--- src/edma_map.vh ---
// Constants for the seven-channel DMA engine
`ifndef EDMA_MAP_VH
`define EDMA_MAP_VH
// ********************************
// Modes and transfer types
// ********************************
`define EDMA_MODE_SINGLE 2'h0
`define EDMA_MODE_BLOCK 2'h1
`define EDMA_MODE_DEMAND 2'h2
`define EDMA_MODE_CASCADE 2'h3
`define EDMA_XFER_VERIFY 2'h0
`define EDMA_XFER_WRITE 2'h1
`define EDMA_XFER_READ 2'h2
// ********************************
// Timings in bus clocks
// ********************************
`define EDMA_TIM_COMPAT 2'h0
`define EDMA_TIM_TYPEA 2'h1
`define EDMA_TIM_TYPEB 2'h2
`define EDMA_TIM_TYPEC 2'h3
`define EDMA_CLK_COMPAT_FIRST 4'h9
`define EDMA_CLK_COMPAT_REP 4'h8
`define EDMA_CLK_A_FIRST 4'h7
`define EDMA_CLK_A_REP 4'h6
`define EDMA_CLK_B_FIRST 4'h6
`define EDMA_CLK_B_REP 4'h4
`define EDMA_CLK_C_FIRST 4'h2
`define EDMA_CLK_C_REP 4'h1
// ********************************
// Channel layout and counters
// ********************************
`define EDMA_NCH 8
`define EDMA_CASCADE_CH 3'h4
`define EDMA_CNT_ALL1 24'hFFFFFF
`define EDMA_CNT_ZERO 24'h000000
`define EDMA_TIMEOUT_NS 4000
`define EDMA_CLK_NS 10
`endif

--- src/edma_engine.v ---
// Seven-channel DMA engine with bus ownership arbitration
`timescale 1ns/1ps
`default_nettype none
`include "edma_map.vh"
module edma_engine #(
  parameter TIMEOUT_CYC = (`EDMA_TIMEOUT_NS + `EDMA_CLK_NS - 1) / `EDMA_CLK_NS
) (
  input wire mclk,
  input wire rst_n,
  input wire [7:0] dreq,
  input wire [7:0] sw_req,
  input wire end_of_process_in,
  input wire master16_n,
  input wire eisa_mreq,
  input wire pci_req,
  input wire refresh_req,
  input wire cfg_we,
  input wire [2:0] cfg_ch,
  input wire [1:0] cfg_mode,
  input wire [1:0] cfg_xfer,
  input wire [1:0] cfg_timing,
  input wire cfg_word,
  input wire cfg_addr32,
  input wire cfg_decr,
  input wire cfg_autoinit,
  input wire cfg_chain,
  input wire [31:0] cfg_addr,
  input wire [23:0] cfg_count,
  input wire [31:0] cfg_stop,
  input wire cfg_stop_en,
  input wire [7:0] sel_ch_oh,
  output reg [7:0] dack_r,
  output reg [31:0] bus_addr_r,
  output reg addr_oe_r,
  output reg iorc_n_r,
  output reg iowc_n_r,
  output reg m_io_r,
  output reg w_r_r,
  output reg terminal_count_r,
  output reg [7:0] tc_status_r,
  output reg eisa_mack_r,
  output reg pci_gnt_r,
  output reg refresh_r,
  output reg [15:0] refresh_addr_r,
  output reg master_mode_r,
  output reg [31:0] cur_addr_rd_r,
  output reg [23:0] cur_count_rd_r
);
  localparam ST_IDLE = 3'h0;
  localparam ST_XFER = 3'h1;
  localparam ST_CASC = 3'h2;
  localparam ST_OTHER = 3'h3;
  localparam ST_REL = 3'h4;
  localparam [15:0] TO_CYC = TIMEOUT_CYC[15:0];

  reg [1:0] mode_r [0:7];
  reg [1:0] xfer_r [0:7];
  reg [1:0] tim_r [0:7];
  reg word_r [0:7];
  reg a32_r [0:7];
  reg decr_r [0:7];
  reg auto_r [0:7];
  reg chain_r [0:7];
  reg stop_en_r [0:7];
  reg [31:0] addr_r [0:7];
  reg [23:0] cnt_r [0:7];
  reg [31:0] base_addr_r [0:7];
  reg [23:0] base_cnt_r [0:7];
  reg [31:0] stop_r [0:7];
  reg [7:0] dreq_r;
  reg eop_r;
  reg [7:0] swreq_r;
  reg [2:0] state_r;
  reg [2:0] ch_r;
  reg [3:0] cyc_r;
  reg first_r;
  reg [15:0] tout_r;
  reg [31:0] step_addr;
  reg [23:0] step_cnt;
  reg tc_hit;
  wire [7:0] req_all;
  wire [2:0] win;
  wire win_any;
  integer k;

  // Timing length per cycle; first transfer is the longer one
  function [3:0] cyc_len;
    input [1:0] tim;
    input first;
    begin
      case (tim)
        `EDMA_TIM_COMPAT: cyc_len = first ? `EDMA_CLK_COMPAT_FIRST : `EDMA_CLK_COMPAT_REP;
        `EDMA_TIM_TYPEA: cyc_len = first ? `EDMA_CLK_A_FIRST : `EDMA_CLK_A_REP;
        `EDMA_TIM_TYPEB: cyc_len = first ? `EDMA_CLK_B_FIRST : `EDMA_CLK_B_REP;
        default: cyc_len = first ? `EDMA_CLK_C_FIRST : `EDMA_CLK_C_REP;
      endcase
    end
  endfunction

  // ********************************
  // Input registering
  // ********************************
  always @(posedge mclk) begin
    if (!rst_n) begin
      dreq_r <= 8'h00;
      eop_r <= 1'b0;
    end else begin
      dreq_r <= dreq;
      eop_r <= end_of_process_in | (eop_r & (state_r == ST_XFER));
    end
  end

  assign req_all = dreq_r | swreq_r;

  edma_prio u_prio (
    .req(req_all),
    .win(win),
    .any(win_any)
  );

  // ********************************
  // Next address and count for the active channel
  // ********************************
  always @* begin
    step_addr = addr_r[ch_r];
    step_cnt = cnt_r[ch_r] - 24'h000001;
    if (a32_r[ch_r]) begin
      step_addr = decr_r[ch_r] ? addr_r[ch_r] - 32'h00000001 : addr_r[ch_r] + 32'h00000001;
    end else begin
      step_addr[15:0] = decr_r[ch_r] ? addr_r[ch_r][15:0] - 16'h0001 : addr_r[ch_r][15:0] + 16'h0001;
    end
    // End input is held through the transfer so a short pulse is not lost
    tc_hit = (cnt_r[ch_r] == `EDMA_CNT_ZERO) || eop_r;
    if (stop_en_r[ch_r] && (addr_r[ch_r] == stop_r[ch_r])) begin
      tc_hit = 1'b1;
    end
  end

  // ********************************
  // Main sequencer
  // ********************************
  always @(posedge mclk) begin
    if (!rst_n) begin
      for (k = 0; k < `EDMA_NCH; k = k + 1) begin
        mode_r[k] <= (k == 4) ? `EDMA_MODE_CASCADE : `EDMA_MODE_SINGLE;
        xfer_r[k] <= `EDMA_XFER_VERIFY;
        tim_r[k] <= `EDMA_TIM_COMPAT;
        word_r[k] <= (k > 4);
        a32_r[k] <= 1'b0;
        decr_r[k] <= 1'b0;
        auto_r[k] <= 1'b0;
        chain_r[k] <= 1'b0;
        stop_en_r[k] <= 1'b0;
        addr_r[k] <= 32'h00000000;
        cnt_r[k] <= 24'h000000;
        base_addr_r[k] <= 32'h00000000;
        base_cnt_r[k] <= 24'h000000;
        stop_r[k] <= 32'h00000000;
      end
      swreq_r <= 8'h00;
      state_r <= ST_IDLE;
      ch_r <= 3'h0;
      cyc_r <= 4'h0;
      first_r <= 1'b1;
      tout_r <= 16'h0000;
      dack_r <= 8'h00;
      bus_addr_r <= 32'h00000000;
      addr_oe_r <= 1'b0;
      iorc_n_r <= 1'b1;
      iowc_n_r <= 1'b1;
      m_io_r <= 1'b0;
      w_r_r <= 1'b0;
      terminal_count_r <= 1'b0;
      tc_status_r <= 8'h00;
      eisa_mack_r <= 1'b0;
      pci_gnt_r <= 1'b0;
      refresh_r <= 1'b0;
      refresh_addr_r <= 16'h0000;
      master_mode_r <= 1'b0;
      cur_addr_rd_r <= 32'h00000000;
      cur_count_rd_r <= 24'h000000;
    end else begin
      terminal_count_r <= 1'b0;
      cur_addr_rd_r <= addr_r[cfg_ch];
      cur_count_rd_r <= cnt_r[cfg_ch];
      // Slave side: programming a channel, channel four stays cascade
      if (cfg_we && (cfg_ch != `EDMA_CASCADE_CH)) begin
        mode_r[cfg_ch] <= cfg_mode;
        xfer_r[cfg_ch] <= cfg_xfer;
        tim_r[cfg_ch] <= cfg_timing;
        word_r[cfg_ch] <= cfg_word;
        a32_r[cfg_ch] <= cfg_addr32;
        decr_r[cfg_ch] <= cfg_decr;
        auto_r[cfg_ch] <= cfg_autoinit;
        chain_r[cfg_ch] <= cfg_chain;
        stop_en_r[cfg_ch] <= cfg_stop_en;
        stop_r[cfg_ch] <= cfg_stop;
        addr_r[cfg_ch] <= cfg_addr;
        cnt_r[cfg_ch] <= cfg_count;
        base_addr_r[cfg_ch] <= cfg_addr;
        base_cnt_r[cfg_ch] <= cfg_count;
      end
      // Set wins over the clear at terminal count
      swreq_r <= swreq_r | (sw_req & 8'hEF);
      tc_status_r <= tc_status_r & ~sel_ch_oh;
      case (state_r)
        ST_IDLE: begin
          master_mode_r <= 1'b0;
          // DMA channels ahead of refresh, EISA masters, then PCI
          if (win_any) begin
            ch_r <= win;
            master_mode_r <= 1'b1;
            first_r <= 1'b1;
            tout_r <= 16'h0000;
            if (mode_r[win] == `EDMA_MODE_CASCADE) begin
              state_r <= ST_CASC;
            end else begin
              state_r <= ST_XFER;
              cyc_r <= 4'h0;
            end
          end else if (refresh_req) begin
            refresh_r <= 1'b1;
            bus_addr_r <= {16'h0000, refresh_addr_r};
            addr_oe_r <= 1'b1;
            refresh_addr_r <= refresh_addr_r + 16'h0001;
            master_mode_r <= 1'b1;
            state_r <= ST_OTHER;
          end else if (eisa_mreq) begin
            eisa_mack_r <= 1'b1;
            master_mode_r <= 1'b1;
            state_r <= ST_OTHER;
          end else if (pci_req) begin
            pci_gnt_r <= 1'b1;
            state_r <= ST_OTHER;
          end
        end
        ST_XFER: begin
          tout_r <= tout_r + 16'h0001;
          if (cyc_r == 4'h0) begin
            dack_r <= 8'h01 << ch_r;
            // Word channels put the word address out shifted
            bus_addr_r <= word_r[ch_r] ? {addr_r[ch_r][30:0], 1'b0} : addr_r[ch_r];
            addr_oe_r <= (xfer_r[ch_r] != `EDMA_XFER_VERIFY);
            // Verify drives no commands, only acknowledge
            iorc_n_r <= ~(xfer_r[ch_r] == `EDMA_XFER_WRITE);
            iowc_n_r <= ~(xfer_r[ch_r] == `EDMA_XFER_READ);
            m_io_r <= (xfer_r[ch_r] != `EDMA_XFER_VERIFY);
            w_r_r <= (xfer_r[ch_r] == `EDMA_XFER_WRITE);
          end
          if (cyc_r == cyc_len(xfer_r[ch_r] == `EDMA_XFER_VERIFY ? `EDMA_TIM_COMPAT : tim_r[ch_r],
                               first_r) - 4'h1) begin
            cyc_r <= 4'h0;
            first_r <= 1'b0;
            iorc_n_r <= 1'b1;
            iowc_n_r <= 1'b1;
            addr_r[ch_r] <= step_addr;
            cnt_r[ch_r] <= step_cnt;
            if (tc_hit) begin
              terminal_count_r <= 1'b1;
              tc_status_r[ch_r] <= 1'b1;
              swreq_r[ch_r] <= sw_req[ch_r];
              if (auto_r[ch_r] || chain_r[ch_r]) begin
                addr_r[ch_r] <= base_addr_r[ch_r];
                cnt_r[ch_r] <= base_cnt_r[ch_r];
              end
              state_r <= ST_REL;
            end else if (mode_r[ch_r] == `EDMA_MODE_SINGLE) begin
              swreq_r[ch_r] <= sw_req[ch_r];
              state_r <= ST_REL;
            end else if (mode_r[ch_r] == `EDMA_MODE_DEMAND && !req_all[ch_r]) begin
              state_r <= ST_REL;
            end else if (mode_r[ch_r] == `EDMA_MODE_BLOCK && tim_r[ch_r] != `EDMA_TIM_COMPAT &&
                         tout_r >= TO_CYC && (refresh_req || eisa_mreq || pci_req)) begin
              state_r <= ST_REL;
            end
            // Block continues regardless of request level
          end else begin
            cyc_r <= cyc_r + 4'h1;
          end
        end
        ST_CASC: begin
          // External master owns the bus until it drops its request and releases master16
          addr_oe_r <= 1'b0;
          dack_r <= 8'h01 << ch_r;
          if (!dreq_r[ch_r] && master16_n) begin
            state_r <= ST_REL;
          end
        end
        ST_OTHER: begin
          if ((refresh_r && !refresh_req) || (eisa_mack_r && !eisa_mreq) || (pci_gnt_r && !pci_req)) begin
            state_r <= ST_REL;
          end
        end
        default: begin
          dack_r <= 8'h00;
          addr_oe_r <= 1'b0;
          iorc_n_r <= 1'b1;
          iowc_n_r <= 1'b1;
          m_io_r <= 1'b0;
          w_r_r <= 1'b0;
          refresh_r <= 1'b0;
          eisa_mack_r <= 1'b0;
          pci_gnt_r <= 1'b0;
          master_mode_r <= 1'b0;
          state_r <= ST_IDLE;
        end
      endcase
    end
  end
endmodule // edma_engine
`default_nettype wire

--- src/edma_prio.v ---
// Fixed-priority channel picker for the DMA engine
`timescale 1ns/1ps
`default_nettype none
module edma_prio (
  input wire [7:0] req,
  output reg [2:0] win,
  output reg any
);
  integer i;
  // ********************************
  // Rank 0,1,2,3,5,6,7; a request on channel 4 is never picked
  // ********************************
  always @* begin
    win = 3'h0;
    any = 1'b0;
    for (i = 7; i >= 0; i = i - 1) begin
      if (req[i] && (i != 4)) begin
        win = i[2:0];
        any = 1'b1;
      end
    end
  end
endmodule // edma_prio
`default_nettype wire

--- config.mk ---
export PLATFORM = sky130hd
export DESIGN_NAME = edma_engine
export DESIGN_NICKNAME = d
export VERILOG_FILES = /design/src/edma_engine.v /design/src/edma_prio.v
export VERILOG_INCLUDE_DIRS = /design/src
export SDC_FILE = /design/constraint.sdc
export NUM_CORES = 2
export LEC_CHECK = 0
export BUFFER_PORTS_ARGS = -buffer_cell sky130_fd_sc_hd__buf_4
export CORE_UTILIZATION = 61
export DETAILED_ROUTE_END_ITERATION = 8
export MAX_ROUTING_LAYER = met4
export PLACE_DENSITY = 0.79
export SYNTH_ARGS = -nofsm -noshare
export SYNTH_HDL_FRONTEND = slang
export SYNTH_HIERARCHICAL = 1
export SYNTH_SLANG_ARGS = --single-unit
--- constraint.sdc ---
create_clock -name mclk -period 12.8 [get_ports mclk]
set_input_delay 0.64 -clock mclk [delete_from_list [all_inputs] [get_ports mclk]]
set_output_delay 0.64 -clock mclk [all_outputs]
set_load 0.02 [all_outputs]
==> impl_summary.md <==
Setup path
The logic depth of the worst register-to-register path is 12. The critical path goes through buf_4 -> buf_4 -> mux4_2 -> xor2_1 -> nor4_1 -> nand4_1 -> a22o_1 -> or4_4 -> o21a_4 -> buf_4 -> a2111oi_2 -> o31ai_1. The combined buffer and inverter count along the critical path is 3.

Among all stages on the critical path, the largest delay is contributed by sky130_fd_sc_hd__nor4_1. Data on the critical path is required at its endpoint by 13.28 ns. The worst setup path is captured at a register. The highest cell delay on the worst timing path is 0.88 ns.

The data arrival time of the critical path is 8.02 ns. The most prevalent standard cell on the critical path is sky130_fd_sc_hd__buf_4. STA classifies the critical path startpoint as a register. The reg2reg setup slack is 5.26 ns. In this run the number of cells on the critical path is 12. In this run the critical register-to-register path is captured at addr_r[0][0].

In this run the worst path has a maximum fanout of 37. On the critical path the largest part of the delay comes from buffers and inverters. The path type of the worst setup path is register to register.

Synth
The proportion of synthesized chip area in sequential cells is 0.5579. Yosys attributes the largest share of cell area to sky130_fd_sc_hd__edfxtp_1, sky130_fd_sc_hd__mux4_2, sky130_fd_sc_hd__dfxtp_1. Ranked by instance count, the synthesized netlist is headed by sky130_fd_sc_hd__edfxtp_1, sky130_fd_sc_hd__nand2_1, sky130_fd_sc_hd__and2_1.

The share of Yosys cell area claimed by the top area cell type is 0.4968. The leading area contributor after synthesis is sky130_fd_sc_hd__edfxtp_1. The per-instance average area after synthesis is 12.73 sq um.

The unique cell type count in the Yosys netlist is 87. The number of synthesized register bits is 1,425. Yosys printed 6 warnings. The most frequently used cell type in the post-synthesis netlist is sky130_fd_sc_hd__edfxtp_1. Synthesis handed over a netlist of 5,711 instances. After synthesis, the share of flip-flops with an asynchronous set or reset is 0.

The synthesized design contains 1,203 enable-type register cells. The flip-flop cell with the highest count after synthesis is sky130_fd_sc_hd__edfxtp_1. In this run the cell area of the synthesized design comes to 72,710 sq um.

Finish
The final net count is 6,071. The share of cells above drive strength 1 is 0.1949. The area added between synthesis and finish is 11.64%.

Excluding fillers, the count of instances in the completed layout stands at 7,585. Across the whole layout, storage elements account for 40,580 sq um. The filler cell count is 7,966. After routing the design area is 81,170 sq um. Summing all multi-input logic gate instances after layout gives 30,760 sq um.

The final core area utilization is 0.6874.

Timing
Setup repair after global routing left no endpoint under its margin. The worst pin sits at a relative slew slack of -0.02637. The pin slew with the least headroom to its limit is 1.523 ns. The upper clock frequency limit is 0.1326 GHz.

The shortest period the worst path allows is 7.540 ns. Setup violations remaining at the end of the flow were counted as 0. The final cycle utilization of the critical path is 0.5891. The max-slew violation count is 2. The clock arrives with 0.03102 ns of skew.

The final number of hold-violating endpoints is 0. The total negative setup slack is 0 ns.

Detailed routing
The final route contains 54,219 vias. For this block, the routed nets add up to 247,200 um of wire. The post-detailed-route count of antenna-violating nets is 0. The number of search-and-repair iterations in the first detailed-routing pass is 6. The number of DRC markers in iteration 0 is 8,631. After detailed routing, the average wire length per cell comes to 32.59 um.

The per-cell via count in the routed design is 7.148. The number of DRC violations after detailed routing is 0.

GRT
The first global-routing pass estimated 354,900 um of wire. For this run the aggregate overflow at the end of global routing stands at 0. The initial antenna violation count was 32. The total routing resource utilization after global routing is 0.4207. The number of global-route vias before repair is 53,213.

The maximum number of pins on one net before global-route repair is 150.

Clocking
The clock drives 1,425 sinks. The clock tree synthesis step divided the H-tree into 4 levels. The clock latency on the worst-skew pair is 0.78 ns.

The longest clock path from root to sink contains 3 buffers. Clock tree synthesis inserted a total of 149 buffers. The cell sitting at the root of the clock tree is a sky130_fd_sc_hd__clkbuf_16. The count of instances resized after the clock tree is built is 0. Clock-pin slew was measured on the worst setup and hold paths at 0.06 ns.

TritonCTS built the clock tree. Buffers added to address setup during post-CTS repair amount to 0. The cts-stage hold buffer count is 0.

Pwr
Summed over all cells, the static leakage comes to 29.09 nW. Dividing total power by cell area gives a power density of 153.4 nW/um^2. IR analysis of the VDD net gives a maximum drop of 0.1403 mV. Overall power consumption after layout is estimated at 12.45 mW.

Run status
The final reports fail on max-capacitance violations, max-slew violations. The run finished, with violations left.

Job
Max-cap violations in this run came to 1.

Hold path
The worst hold path terminates at tc_status_r[4]. The start point of the worst hold path is sel_ch_oh[4]. In this run the worst hold path is classified as primary input to register. The number of instances on the worst hold path is 2.

Die
The initialized floorplan defines 126 standard-cell rows. The region available for standard cell placement spans 118,100 sq um. The floorplan step set the die height to 347.3 um. For this configuration, the core starts out at a cell density of 0.6158. The top-level I/O count is 265. The die covers 120,600 sq um.

Measured along the x axis, the die boundary spans 347.3 um.

Placed design
The detailed-placement wirelength estimate is 145,400 um. The weighted congestion at the end of routability-driven global placement is 1.001. The placement-stage cell area is 76,290 sq um.

In this run, placement finished with an instance count of 7,281. Port buffering added 264 buffers.
-- layer usage --
layer  routed length, um  vias up  track usage  share of wire
met5                   0        -            -              0
met4               16760        0       0.2496          0.068
met3               37800     1102       0.1135           0.15
met2              111600     4863       0.6253           0.45
met1               80970    26158       0.5184           0.33
li1                    -    22096            -              -
-- worst max path at each step --
stage | start | end | slack, ns
5_1_grt | register | addr_r[0][0] | 5.01
3_3_place_gp | register | addr_r[0][0] | 5.51
6_report | register | addr_r[0][0] | 5.26
4_1_cts | register | addr_r[0][0] | 5.40
3_5_place_dp | register | addr_r[0][0] | 5.42
2_1_floorplan | rst_n | addr_r[3][0] | 2.93
-- sequential cells by signal, summed over array words and instances (netlist names), 16 cells and up, named ones only --
| signal | cells |
|---|---|
| addr_r | 256 |
| base_addr_r | 256 |
| base_cnt_r | 192 |
| bus_addr_r | 32 |
| cnt_r | 192 |
| cur_addr_rd_r | 32 |
| cur_count_rd_r | 24 |
| mode_r | 16 |
| refresh_addr_r | 16 |
| stop_r | 256 |
| tim_r | 16 |
| tout_r | 16 |
| xfer_r | 16 |
-- cells in the final DEF, fill, tap and decap left out, types with 25 or more instances in the layout --
cell and n:
sky130_fd_sc_hd__edfxtp_1 1203, sky130_fd_sc_hd__nand2_1 768, sky130_fd_sc_hd__and2_1 609, sky130_fd_sc_hd__o31ai_1 390
sky130_fd_sc_hd__mux4_2 387, sky130_fd_sc_hd__buf_4 361, sky130_fd_sc_hd__nor2_1 238, sky130_fd_sc_hd__dfxtp_1 219
sky130_fd_sc_hd__mux2i_1 168, sky130_fd_sc_hd__clkbuf_16 154, sky130_fd_sc_hd__a21oi_1 130, sky130_fd_sc_hd__nor3_1 122
sky130_fd_sc_hd__and3_1 108, sky130_fd_sc_hd__nand3_1 103, sky130_fd_sc_hd__conb_1 94, sky130_fd_sc_hd__o21ai_0 90
sky130_fd_sc_hd__xor2_1 69, sky130_fd_sc_hd__xnor2_1 59, sky130_fd_sc_hd__mux2_2 46, sky130_fd_sc_hd__inv_1 45
sky130_fd_sc_hd__ha_1 39, sky130_fd_sc_hd__diode_2 32, sky130_fd_sc_hd__nor3_4 30, sky130_fd_sc_hd__clkinv_2 30
sky130_fd_sc_hd__o211ai_1 29, sky130_fd_sc_hd__o22ai_1 26, sky130_fd_sc_hd__clkbuf_1 26, sky130_fd_sc_hd__a22oi_1 25
-- per-stage QoR --
stage                     hold slack [ns]  setup slack (ns)
after CTS                         0.01665             5.397
after global placement             0.4413             5.507
final                             0.03854             5.260
after global routing              0.02873             5.015
after detailed placement           0.4471             5.421
after floorplan                    0.4284             2.926
-- power breakdown --
group,switching (mW),internal [mW]
clock network,1.86,2.44
logic,1.73,0.930
registers,0.166,5.32
-- layout make-up --
type                            count  area share
Inverter                           48    0.002374
Tap cell                         1536     0.02368
Sequential cell                  1425      0.4999
Antenna cell                       32   0.0009865
Clock buffer                      197     0.05145
Timing Repair Buffer              368     0.03493
Clock inverter                     75    0.007738
Multi-Input combinational cell   3904      0.3789
-- logic make-up (layout without fill, tap and decap cells) --
logic type	Yosys count	count (layout)	synth area share
mux	602	602	0.1503
other cells	2	126	0.0001033
flops	1425	1425	0.5579
buf+inv	474	688	0.02745
compound gates	875	875	0.08883
simple gates	2165	2165	0.1530
fa+ha+maj	40	40	0.006986
xor+xnor	128	128	0.01542
(Power assumes the default switching activity.)
